**src/capc_pkg.sv**
```systemverilog
`default_nettype none
// ----------------------------------------------------------------------
// shared constants for the compare and pwm channel
// ----------------------------------------------------------------------
package capc_pkg;

  // widths
  localparam int CMP_W  = 16;               // compare value and timer width
  localparam int PER_W  = 8;                // period timer width
  localparam int DUTY_W = 10;               // pwm time base and duty width
  localparam int ADDR_W = 12;               // apb byte address width
  localparam int DATA_W = 32;               // apb data width
  localparam int SUB_W  = 8;                // prescaler counter width, up to 256 oscillator cycles per timer step

  // register indices, byte address is four times the index
  localparam logic [9:0] IDX_VALUE  = 10'h30C;  // compare_value_register
  localparam logic [9:0] IDX_CTL    = 10'h30E;  // channel_control_register
  localparam logic [9:0] IDX_PERIOD = 10'h320;  // period_register
  localparam logic [9:0] IDX_CFG    = 10'h321;  // timer and trigger setup
  localparam logic [9:0] IDX_STS    = 10'h322;  // flags, write one to clear
  localparam logic [9:0] IDX_PTMR   = 10'h323;  // period_timer_count
  localparam logic [9:0] IDX_CTMR   = 10'h324;  // compare_timebase_counter

  // control register fields
  localparam int CTL_EN_BIT  = 7;           // channel enable
  localparam int CTL_OUT_BIT = 5;           // output latch, read only
  localparam int CTL_FMT_BIT = 4;           // alignment_select
  localparam int CTL_MODE_HI = 3;           // mode field top bit

  // setup register fields
  localparam int CFG_RUN_BIT = 0;           // timer_run_bit
  localparam int CFG_PS_LSB  = 1;           // timer_prescale_select, two bits
  localparam int CFG_ADC_BIT = 3;           // channel is converter trigger
  localparam int CFG_IE_BIT  = 4;           // match interrupt enable

  // status register fields
  localparam int STS_MATCH_BIT = 0;         // channel_match_flag
  localparam int STS_PER_BIT   = 1;         // period_timer_flag

  // mode codes
  localparam logic [3:0] MODE_OFF       = 4'h0;
  localparam logic [3:0] MODE_TOG_CLR   = 4'h1;
  localparam logic [3:0] MODE_TOG       = 4'h2;
  localparam logic [3:0] MODE_SET       = 4'h8;
  localparam logic [3:0] MODE_CLR       = 4'h9;
  localparam logic [3:0] MODE_PULSE     = 4'hA;
  localparam logic [3:0] MODE_PULSE_CLR = 4'hB;
  localparam logic [1:0] MODE_PWM_TOP   = 2'h3;  // 11xx selects pwm
  localparam logic [1:0] MODE_CMP_TOP   = 2'h2;  // 10xx compare group

  // reset values
  localparam logic [7:0]  RST_CTL    = 8'h00;
  localparam logic [7:0]  RST_PERIOD = 8'hFF;
  localparam logic [15:0] RST_VALUE  = 16'h0000;

  // last oscillator cycle of one timer step, four cycles times prescale
  function automatic logic [SUB_W-1:0] ps_last(input logic [1:0] sel);
    case (sel)
      2'h0:    ps_last = 8'h03;            // 1:1
      2'h1:    ps_last = 8'h0F;            // 1:4
      2'h2:    ps_last = 8'h3F;            // 1:16
      default: ps_last = 8'hFF;            // 1:64
    endcase
  endfunction : ps_last

  // compare match sequence, one bit changes per step except ST_HOLD back to ST_WAIT
  typedef enum logic [1:0] {
    ST_WAIT = 2'b00,                       // armed, waiting for equality
    ST_HIT  = 2'b01,                       // match cycle, timer clear pending
    ST_HOLD = 2'b11                        // equality still present
  } capc_cmp_state_t;

endpackage : capc_pkg
`default_nettype wire

```
**src/capc_period_timer.sv**
```systemverilog
`timescale 1ns/1ps
`default_nettype none
// ----------------------------------------------------------------------
// pwm period timer with prescaler and 10-bit time base
// ----------------------------------------------------------------------
module capc_period_timer #(
  parameter int PER_W = 8
) (
  input  wire logic               clk_in,        // oscillator clock
  input  wire logic               rst_n_in,      // synchronous, active low
  input  wire logic               run_in,        // timer counts
  input  wire logic [1:0]         ps_sel_in,     // prescale select
  input  wire logic [PER_W-1:0]   period_in,     // period register value
  output logic      [PER_W-1:0]   count_out,     // period timer count
  output logic      [PER_W+1:0]   base_out,      // extended time base
  output logic                    wrap_out       // wraps at this edge
);
  import capc_pkg::*;

  logic [SUB_W-1:0] sub;                         // cycles inside one step
  logic [SUB_W-1:0] last;                        // last cycle of a step
  logic [SUB_W-1:0] sub_sh;                      // sub aligned to prescale
  logic             step;                        // timer increments now

  // refuse period widths the time base cannot serve
  if (PER_W < 2 || PER_W > 16) begin : g_bad_per_w
    $error("PER_W out of range");
  end

  assign last     = ps_last(ps_sel_in);
  assign step     = run_in && (sub >= last);
  assign wrap_out = step && (count_out == period_in);
  // low bits: oscillator phase at 1:1, prescaler bits otherwise
  assign sub_sh   = sub >> {ps_sel_in, 1'b0};
  assign base_out = {count_out, sub_sh[1:0]};

  // ----------------------------------------------------------------------
  // prescaler and timer
  // ----------------------------------------------------------------------
  always_ff @(posedge clk_in) begin
    if (!rst_n_in) begin
      sub       <= '0;
      count_out <= '0;
    end else if (run_in) begin
      sub <= step ? '0 : sub + 1'b1;
      if (wrap_out) begin
        count_out <= '0;
      end else if (step) begin
        count_out <= count_out + 1'b1;
      end
    end
  end

endmodule : capc_period_timer
`default_nettype wire

```
**src/capc_top.sv**
```systemverilog
// Design decisions made here: the APB interface to the registers and the address map.
`timescale 1ns/1ps
`default_nettype none
module capc_top #(
  parameter int CMP_W = capc_pkg::CMP_W,
  parameter int PER_W = capc_pkg::PER_W
) (
  input  wire logic                        CLK_IN,                 // oscillator clock
  input  wire logic                        RST_N_IN,               // synchronous reset
  input  wire logic                        PSEL_IN,                // apb select
  input  wire logic                        PENABLE_IN,             // apb access phase
  input  wire logic                        PWRITE_IN,              // apb direction
  input  wire logic [capc_pkg::ADDR_W-1:0] PADDR_IN,               // apb byte address
  input  wire logic [capc_pkg::DATA_W-1:0] PWDATA_IN,              // apb write data
  output logic      [capc_pkg::DATA_W-1:0] PRDATA_OUT,             // apb read data
  output logic                             PREADY_OUT,             // apb ready
  output logic                             PSLVERR_OUT,            // unmapped address
  input  wire logic                        COMPARE_TICK_IN,        // compare timer clock
  input  wire logic                        SLEEP_IN,               // device in sleep
  output logic                             CHANNEL_OUTPUT_PIN_OUT, // channel pin
  output logic                             CHANNEL_SIGNAL_OUT,     // to other peripherals
  output logic                             ADC_TRIGGER_OUT,        // conversion start
  output logic                             WAKE_OUT                // wake request
);
  import capc_pkg::*;

  // ----------------------------------------------------------------------
  // state
  // ----------------------------------------------------------------------
  logic [CMP_W-1:0]    value;        // compare_value_register
  logic [7:0]          ctl;          // control bits, out bit kept apart
  logic [PER_W-1:0]    period;       // period_register
  logic [4:0]          cfg;          // run, prescale, trigger, enable
  logic                match_flag;   // channel_match_flag
  logic                per_flag;     // period_timer_flag
  logic [CMP_W-1:0]    cmp_count;    // compare_timebase_counter
  logic                out_latch;    // compare and pwm output latch
  logic                pulse_live;   // pulse mode output is high
  logic [DUTY_W-1:0]   duty_buf;     // buffered pwm duty
  logic                wrap_q;       // period wrapped last edge
  capc_cmp_state_t     state;        // compare match sequence
  capc_cmp_state_t     next_state;   // next compare state

  // ----------------------------------------------------------------------
  // decode
  // ----------------------------------------------------------------------
  wire [3:0]        mode     = ctl[CTL_MODE_HI:0];
  wire              en       = ctl[CTL_EN_BIT];
  wire              is_pwm   = en && (mode[3:2] == MODE_PWM_TOP);
  wire              is_cmp   = en && ((mode == MODE_TOG_CLR) || (mode == MODE_TOG)
                               || (mode[3:2] == MODE_CMP_TOP));
  wire              clr_mode = (mode == MODE_TOG_CLR) || (mode == MODE_PULSE_CLR);
  wire              pulse_md = (mode == MODE_PULSE) || (mode == MODE_PULSE_CLR);
  wire              cmp_eq   = (cmp_count == value);
  wire              cmp_event = is_cmp && cmp_eq && (state == ST_WAIT);
  wire [PER_W-1:0]  ptmr;       // period timer count
  wire [DUTY_W-1:0] base;       // pwm time base
  wire              wrap;       // period end at this edge
  wire              fmt      = ctl[CTL_FMT_BIT];
  // duty justification inside the value register
  wire [DUTY_W-1:0] duty_new = fmt ? {value[15:8], value[7:6]}
                                   : {value[9:8], value[7:0]};

  // apb decode
  wire [9:0]  idx    = PADDR_IN[ADDR_W-1:2];
  wire        hit_value  = (idx == IDX_VALUE);
  wire        hit_ctl    = (idx == IDX_CTL);
  wire        hit_period = (idx == IDX_PERIOD);
  wire        hit_cfg    = (idx == IDX_CFG);
  wire        hit_sts    = (idx == IDX_STS);
  wire        hit_ptmr   = (idx == IDX_PTMR);
  wire        hit_ctmr   = (idx == IDX_CTMR);
  wire        mapped     = hit_value || hit_ctl || hit_period || hit_cfg || hit_sts
                           || hit_ptmr || hit_ctmr;
  wire        access     = PSEL_IN && PENABLE_IN;
  wire        wr         = access && PWRITE_IN && mapped;
  wire        wr_value   = wr && hit_value;
  wire        wr_ctl     = wr && hit_ctl;
  wire        wr_sts     = wr && hit_sts;
  wire        setup      = PSEL_IN && !PENABLE_IN;
  wire [7:0]  ctl_rd     = {ctl[7:6], out_latch, ctl[4:0]};
  wire [DATA_W-1:0] rd_mux =
      hit_value  ? {{(DATA_W-CMP_W){1'b0}}, value} :
      hit_ctl    ? {24'h000000, ctl_rd} :
      hit_period ? {{(DATA_W-PER_W){1'b0}}, period} :
      hit_cfg    ? {27'h0000000, cfg} :
      hit_sts    ? {30'h00000000, per_flag, match_flag} :
      hit_ptmr   ? {{(DATA_W-PER_W){1'b0}}, ptmr} :
      hit_ctmr   ? {{(DATA_W-CMP_W){1'b0}}, cmp_count} : '0;

  // timer clear one edge after the match, skipped on a value rewrite
  wire clear_now = (state == ST_HIT) && clr_mode && !wr_value;

  // refuse widths the register layout cannot serve
  if (CMP_W != 16 || PER_W != 8) begin : g_bad_width
    $error("channel serves 16-bit compare, 8-bit period");
  end

  // ----------------------------------------------------------------------
  // period timer
  // ----------------------------------------------------------------------
  // timer stands still during sleep, instruction clock assumed
  capc_period_timer #(
    .PER_W     (PER_W)
  ) u_period_timer (
    .clk_in    (CLK_IN),
    .rst_n_in  (RST_N_IN),
    .run_in    (cfg[CFG_RUN_BIT] && !SLEEP_IN),
    .ps_sel_in (cfg[CFG_PS_LSB+1:CFG_PS_LSB]),
    .period_in (period),
    .count_out (ptmr),
    .base_out  (base),
    .wrap_out  (wrap)
  );

  // ----------------------------------------------------------------------
  // apb slave
  // ----------------------------------------------------------------------
  assign PREADY_OUT  = 1'b1;                         // zero wait states
  assign PSLVERR_OUT = access && !mapped;            // unmapped answer

  // read data captured in the setup cycle
  always_ff @(posedge CLK_IN) begin
    if (!RST_N_IN) begin
      PRDATA_OUT <= '0;
    end else if (setup && !PWRITE_IN) begin
      PRDATA_OUT <= rd_mux;
    end
  end

  // software registers
  always_ff @(posedge CLK_IN) begin
    if (!RST_N_IN) begin
      value  <= RST_VALUE;
      ctl    <= RST_CTL;
      period <= RST_PERIOD;
      cfg    <= '0;
    end else if (wr) begin
      // duty writes accepted at any time, buffered later
      if (hit_value)  value  <= PWDATA_IN[CMP_W-1:0];
      if (hit_ctl)    ctl    <= PWDATA_IN[7:0] & ~(8'h01 << CTL_OUT_BIT) & 8'hBF;
      if (hit_period) period <= PWDATA_IN[PER_W-1:0];
      if (hit_cfg)    cfg    <= PWDATA_IN[4:0];
    end
  end

  // ----------------------------------------------------------------------
  // flags, set wins over clear
  // ----------------------------------------------------------------------
  always_ff @(posedge CLK_IN) begin
    if (!RST_N_IN) begin
      match_flag <= 1'b0;
      per_flag   <= 1'b0;
    end else begin
      if (cmp_event) begin
        match_flag <= 1'b1;
      end else if (wr_sts && PWDATA_IN[STS_MATCH_BIT]) begin
        match_flag <= 1'b0;
      end
      if (wrap) begin
        per_flag <= 1'b1;
      end else if (wr_sts && PWDATA_IN[STS_PER_BIT]) begin
        per_flag <= 1'b0;
      end
    end
  end

  // conversion start and wake, registered
  always_ff @(posedge CLK_IN) begin
    if (!RST_N_IN) begin
      ADC_TRIGGER_OUT <= 1'b0;
      WAKE_OUT        <= 1'b0;
    end else begin
      ADC_TRIGGER_OUT <= cmp_event && cfg[CFG_ADC_BIT];
      WAKE_OUT        <= SLEEP_IN && match_flag && cfg[CFG_IE_BIT];
    end
  end

  // ----------------------------------------------------------------------
  // compare sequence and timer
  // ----------------------------------------------------------------------
  always_comb begin
    next_state = state;
    case (state)
      ST_WAIT: if (cmp_event) next_state = ST_HIT;
      ST_HIT:  next_state = ST_HOLD;
      ST_HOLD: if (!cmp_eq || !is_cmp) next_state = ST_WAIT;
      default: next_state = ST_WAIT;
    endcase
  end

  // counts only on its own ticks, so sleep compare needs a running tick
  always_ff @(posedge CLK_IN) begin
    if (!RST_N_IN) begin
      state     <= ST_WAIT;
      cmp_count <= '0;
    end else begin
      state <= next_state;
      if (clear_now) begin
        cmp_count <= '0;
      end else if (COMPARE_TICK_IN) begin
        cmp_count <= cmp_count + 1'b1;
      end
    end
  end

  // ----------------------------------------------------------------------
  // output latch
  // ----------------------------------------------------------------------
  always_ff @(posedge CLK_IN) begin
    if (!RST_N_IN) begin
      out_latch  <= 1'b0;
      pulse_live <= 1'b0;
      duty_buf   <= '0;
      wrap_q     <= 1'b0;
    end else begin
      wrap_q <= wrap && is_pwm;
      if (wrap) begin
        duty_buf <= duty_new;
      end
      if ((wr_ctl && PWDATA_IN[7:0] == 8'h00) || mode == MODE_OFF || !en) begin
        out_latch  <= 1'b0;
        pulse_live <= 1'b0;
      end else if (is_pwm) begin
        pulse_live <= 1'b0;
        if (wrap_q && duty_buf != '0) begin
          out_latch <= 1'b1;
        end else if (base == duty_buf) begin
          out_latch <= 1'b0;
        end
        // duty beyond period never matches, pin stays as it is
      end else if (cmp_event) begin
        case (mode)
          MODE_TOG_CLR, MODE_TOG: out_latch <= !out_latch;
          MODE_SET:               out_latch <= 1'b1;
          MODE_CLR:               out_latch <= 1'b0;
          default: begin
            out_latch  <= 1'b1;
            pulse_live <= 1'b1;
          end
        endcase
      end else if (pulse_live && COMPARE_TICK_IN) begin
        out_latch  <= 1'b0;
        pulse_live <= 1'b0;
      end
    end
  end

  assign CHANNEL_OUTPUT_PIN_OUT = out_latch;
  assign CHANNEL_SIGNAL_OUT     = out_latch;

  // ----------------------------------------------------------------------
  // assertions
  // ----------------------------------------------------------------------
  a_flag_on_match: assert property (@(posedge CLK_IN) disable iff (!RST_N_IN)
    cmp_event |=> match_flag) else $error("match flag not set");
  a_adc_from_match: assert property (@(posedge CLK_IN) disable iff (!RST_N_IN)
    ADC_TRIGGER_OUT |-> $past(cmp_event) && match_flag) else $error("stray trigger");
  a_timer_clear: assert property (@(posedge CLK_IN) disable iff (!RST_N_IN)
    cmp_event && clr_mode ##1 !wr_value |=> cmp_count == '0) else $error("no clear");
  a_clear_skipped: assert property (@(posedge CLK_IN) disable iff (!RST_N_IN)
    (state == ST_HIT) && wr_value && !COMPARE_TICK_IN |=> $stable(cmp_count))
    else $error("clear not skipped");
  a_zero_ctrl: assert property (@(posedge CLK_IN) disable iff (!RST_N_IN)
    wr_ctl && PWDATA_IN[7:0] == 8'h00 |=> !CHANNEL_OUTPUT_PIN_OUT ##1 !CHANNEL_OUTPUT_PIN_OUT)
    else $error("latch not cleared");
  a_pwm_set: assert property (@(posedge CLK_IN) disable iff (!RST_N_IN)
    is_pwm && wrap && duty_new != '0 && !wr_ctl ##1 is_pwm |=> out_latch)
    else $error("pwm not set");
  a_pwm_low: assert property (@(posedge CLK_IN) disable iff (!RST_N_IN)
    is_pwm && !wrap_q && base == duty_buf |=> !out_latch) else $error("pwm not low");
  a_duty_hold: assert property (@(posedge CLK_IN) disable iff (!RST_N_IN)
    !wrap |=> $stable(duty_buf)) else $error("duty changed mid period");
  a_pulse_tick: assert property (@(posedge CLK_IN) disable iff (!RST_N_IN)
    pulse_live && COMPARE_TICK_IN && !cmp_event |=> !out_latch) else $error("pulse long");

endmodule : capc_top
`default_nettype wire

```
**config.mk**
```make
export PLATFORM = sky130hd
export DESIGN_NAME = capc_top
export DESIGN_NICKNAME = d
export VERILOG_FILES = /design/src/capc_pkg.sv /design/src/capc_period_timer.sv /design/src/capc_top.sv
export SDC_FILE = /design/constraint.sdc
export NUM_CORES = 1
export LEC_CHECK = 0
export BUFFER_PORTS_ARGS = -buffer_cell sky130_fd_sc_hd__clkbuf_2
export CAP_MARGIN = 20
export CELL_PAD_IN_SITES_DETAIL_PLACEMENT = 1
export CELL_PAD_IN_SITES_GLOBAL_PLACEMENT = 2
export CORE_ASPECT_RATIO = 1.4
export CORE_MARGIN = 3
export CORE_UTILIZATION = 34
export CTS_CLUSTER_DIAMETER = 120
export DETAILED_ROUTE_END_ITERATION = 12
export GPL_ROUTABILITY_DRIVEN = 0
export GPL_TIMING_DRIVEN = 0
export PLACE_DENSITY_LB_ADDON = 0.1
export SETUP_SLACK_MARGIN = 0.05
export SYNTH_ARGS = -nofsm -noshare
export SYNTH_HDL_FRONTEND = slang
export SYNTH_SLANG_ARGS = --single-unit
```
**constraint.sdc**
```tcl
create_clock -name CLK_IN -period 2.9 [get_ports CLK_IN]
set_clock_uncertainty 0.05 [all_clocks]
set_input_delay 0.145 -clock CLK_IN [delete_from_list [all_inputs] [get_ports CLK_IN]]
set_output_delay 0.145 -clock CLK_IN [all_outputs]
set_load 0.05 [all_outputs]
```
-- Yosys cells after proc, flatten, opt, wreduce, memory -nomap -nowiden
Cells that the tools add are included.
Widths: inputs -> output; s select.
- logic and storage cells: 146
- bits in registers: 118
- input bits: 51
- output and inout bits: 38
- equality and inequality tests: 25
- reductions and logical operators: 71
- order comparisons: 1
- multiplexer cells: 27
- shifts and indexed selects: 1
- bitwise logic cells: 1
- add/subtract/negate cells: 3
- operators by type and width (cell ; count):
    $mux 16 ; 7
    $eq 10x10->1 const B ; 7
    $logic_and 1x1->1 ; 27
    $mux 8 ; 3
    $pmux 8 s3 ; 1
    $add 16x1->16 const B ; 1
    $add 8x1->8 const B ; 2
    $eq 16x16->1 ; 1
    $reduce_and 2->1 ; 8
    $eq 4x4->1 const B ; 3
    $logic_or 1x1->1 ; 12
    $mux 1 ; 11
    $eq 10x10->1 ; 1
    $mux 10 ; 1
    $reduce_bool 10->1 ; 1
    $logic_not 1->1 ; 9
    $eq 2x2->1 const B ; 4
    $eq 8x8->1 ; 1
    $ge 8x8->1 ; 1
    $logic_not 8->1 ; 1
    $reduce_bool 2->1 ; 4
    $shr 8x3->2 ; 1
    $ne 2x2->1 const B ; 3
    $pmux 2 s3 ; 1
    other kinds (13) ; 18

-- Logic depth before layout (Yosys ltp)
- word-level depth: 13
- depth in mapped cells: 8

-- By module
Synthesis repeated with hierarchy kept, for this count alone.
- cells, all modules: 621
- area, all modules: 5556.6 um2
- modules (own cells, without submodules) (module ; area each (um2) ; seq. area each (um2) ; instances ; cells an instance):
    capc_top ; 4469.3 ; 1721.7 ; 1 ; 495
    capc_period_timer ; 1087.3 ; 320.3 ; 1 ; 126

-- Worst setup path after synthesis
Ideal clock, no wire load.
- path kind: register to register
- start point: register cfg[1]
- end point: register duty_buf[2]
- data arrival time: 2.028 ns
- stages on the path, launching flop included: 9
- buffers on the path: 1
- path slack: 0.694 ns
- setup time: 0.128 ns
- required time: 2.722 ns
- cell sequence: dfxtp_1 -> nand2_1 -> ha_1 -> o21ai_0 -> a211oi_2 -> nand4_1 -> buf_2 -> mux2i_1 -> nor2_1
- cells in the longest elaborated chain, start to end: 5
- elaborated cells on any way between the ends: 7
- those cells by class: order compare: 1; eq/ne: 2; mux: 1; reduce/logical: 3
- RTL lines (item ; line ; text):
    start, declared ; capc_top.sv:33 ; logic [4:0] cfg;
    start signal, assigned ; capc_top.sv:143 ; if (hit_cfg) cfg <= PWDATA_IN[4:0];
    $eq 2x2->1 (tied with other cells) ; capc_pkg.sv:58 ; case (sel)
    $pmux 8 s3 (*) ; capc_pkg.sv:58 ;
    $ge 8x8->1 (*) ; capc_period_timer.sv:31 ; assign step = run_in && (sub >= last);
    $logic_and 1x1->1 (*) ; capc_period_timer.sv:31 ;
    $logic_and 1x1->1 (*) ; capc_period_timer.sv:32 ; assign wrap_out = step && (count_out == period_in);
    end signal, assigned ; capc_top.sv:219 ; duty_buf <= duty_new;
    end, declared ; capc_top.sv:39 ; logic [DUTY_W-1:0] duty_buf;
Mark *: on every way between the ends. The rest lies on a longest branch, timed or not.
A chain may end at the register's enable or synchronous reset.

-- Worst setup path after layout
- start point: register cfg[2]
- end point: register duty_buf[9]
The elaborated chain is that of the path after synthesis.

==> run_results.csv <==
group,metric,value,unit
final_layout,multi_input_area,3200,um2
yosys,ys_seq_area_share,37.2,%
final_layout,n_antenna_cell,0,
floorplanning,initial_core_util,35.0,%
power,powerDensity,446,nW/um2
final_layout,drive_gt1_share,19.1,%
global_routing,grt_pass1_wl,29.3,mm
job,cap_violations,0,
clock_tree,cts_tree,"built",
yosys,syn_avg_cell_area,8.61,um2
floorplanning,rows,54,
final_layout,most-common-layout-cells,"dfxtp_1 (102), nand2_1 (82), nor2_1 (65)",
route,m1WireLength,7.54,mm
floorplanning,core_region_area,15700,um2
clock_tree,cts.sinks,102,
route,dr_wl_met3,569,um
floorplanning,die_w,113,um
worst_hold_path,hold_path_class,"in -> reg",
floorplanning,die_h,156,um
global_routing,grt_pass1_vias,5066,
route,wire_per_inst,20.4,um
placement,detailed_place_hpwl,14.9,mm
placement,numPortBuffers,51,
sta,max-slew-margin-rel,36.1,%
global_routing,gr-total-overflow,0,
critical_path,crit_arrival,2790,ps
power,power.static_leakage,0.00258,uW
route,ant_nets,0,
power,vdd_drop_max,0.331,mV
critical_path,worstSetupPathType,"reg -> reg",
clock_tree,clk_latency,360,ps
clock_tree,htree_num_levels,3,
sta,setup_viol,0,
final_layout,syn_to_final_growth,17.2,%
sta,finalCritPeriodShare,90.0,%
sta,min_period,2610,ps
clock_tree,clockBufferDepth,2,
final_layout,mostFrequentLayoutCell,"dfxtp_1",
yosys,yosys_warnings,0,
sta,finalSetupTns,0,ps
critical_path,cp_max_fo,10,
route,via_count,4941,
yosys,synth_top_cell_by_area,"dfxtp_1",
sta,max_freq,0.383,GHz
route,drt_iter0_drc,297,
yosys,synth_top_area_share,37.2,%
yosys,synth-seq-cells,102,
yosys,synth_cell_types,65,
sta,rsz0062_at_grt,"no",
sta,tightestPinTransition,949,ps
yosys,yosys_most_used_dff,"dfxtp_1",
route,drc,0,
route,top_layer,"met4",
yosys,syn-cell-area,5490,um2
route,routed_wl,18.9,mm
global_routing,grt_max_degree,18,
route,wl_met2,10.2,mm
final_layout,final_nets,784,
outcome,status,"completed",
clock_tree,root_buffer,"clkbuf_16",
clock_tree,cts-buffers-inserted,9,
sta,maxSlewViolCount,0,
route,avgViaCountPerCell,5.34,
yosys,syn_inst,637,
global_routing,grt_use_total,21.7,%
floorplanning,io_pins,89,
final_layout,fin_area,6430,um2
yosys,synthTopCellsByArea,"dfxtp_1 (37%), xor2_1 (6.2%), nand2_1 (5.6%)",
yosys,synth-edff-count,0,
final_layout,seqCellArea,2040,um2
placement,placed_area,6040,um2
route,first_pass_iters,4,
global_routing,antenna_found_initial,0,
yosys,ys_async_sr_fraction,0,%
critical_path,start_kind,"register",
critical_path,cp-end-kind,"register",
floorplanning,fp.dieArea,17700,um2
sta,hold_viol_final,0,
critical_path,cp.required,3080,ps
clock_tree,clk_pin_slew,80,ps
final_layout,fillers,1891,
-- layout make-up --
class	instances	area share (%)
clock buffer	9	3.50
tap	196	3.81
sequential	102	31.8
clock inverter	7	0.740
inverter	8	0.467
buffer	50	4.42
multi-input combinational	492	49.8
timing repair buffer	61	5.45
-- through the flow --
step                instances  util (%)  setup WS, ps  total power, uW  hold slack [ps]
detailed placement        899      38.6          12.5             1730              334
floorplan                 652         -           694             1640              219
finish                    925      41.0           289             2870             26.6
global route              925      41.0          53.0             2980             18.1
global placement          899      38.6           118             1730              324
CTS                       923      40.9          95.8             2910             9.48
-- cells in the mapped netlist, types with 6 or more instances --
library cell and number:
nand2_1 82, mux2i_1 28, mux2_2 15, clkbuf_1 25, nand3_1 27, xor2_1 39, o21ai_0 25, nor2_2 12
ha_1 9, and3_1 11, nand4_1 10, a21oi_1 33, a221oi_1 9, nor2_1 65, xnor2_1 25, dfxtp_1 102
inv_1 7, nor4_1 17, nor3_1 6, buf_4 19
-- flip-flops by register name (all words and copies together) (netlist names), 2 cells and up --
| signal | flops |
|---|---|
| PRDATA_OUT | 16 |
| cfg | 5 |
| cmp_count | 16 |
| ctl | 6 |
| duty_buf | 10 |
| period | 8 |
| state | 2 |
| u_period_timer.count_out | 8 |
| u_period_timer.sub | 8 |
| value | 16 |
-- logic make-up after synthesis --
group,count (synthesis),synth area share [%]
other,2,0.137
AO/OA/AOI/OAI,99,12.0
adder cells (fa/ha/maj),9,2.05
XOR/XNOR,64,10.2
flip-flops,102,37.2
buffers and inverters,58,5.72
multiplexers,45,9.01
AND/OR/NAND/NOR,258,23.7
-- worst paths after layout --
check                             startpoint              end  slack (ps)  cells past startpoint
worst max-delay path                  cfg[2]      duty_buf[9]         290                      8
worst min-delay path            PWDATA_IN[6]        period[6]          30                      3
worst max register to register        cfg[2]      duty_buf[9]         290                      8
worst min register to register        cfg[3]  ADC_TRIGGER_OUT         400                      2
-- where the power goes --
part / total (uW) / leakage, uW / internal, uW / switching [uW]
combinational: 284 / 0.00162 / 83.5 / 200
sequential: 1420 / 0.000824 / 1410 / 12.5
clock: 1160 / 0.000132 / 585 / 577
-- critical path, cell delays in order (launching register included) --
cell and delay, ps:
dfxtp_1 500, nand2_1 140, ha_1 300, o21ai_0 170, a211oi_4 400, nand4_1 320, buf_2 340, mux2i_1 190
nor2_1 50
-- metal layers --
metal,track usage [%],up-vias
met5,0,-
met4,7.96,0
met3,3.44,26
met2,40.3,83
met1,24.8,2445
li1,-,2387
-- what timing repair did --
action / CTS / global route
gates resized for setup: 2 / 1
endpoints found under the setup margin: 8 / 11
hold endpoints to repair: 8 / 0
hold buffers: 8 / 0
pin swaps: 1 / 2
setup buffers: 0 / 2
No activity file was read; power rests on OpenSTA's default activity.
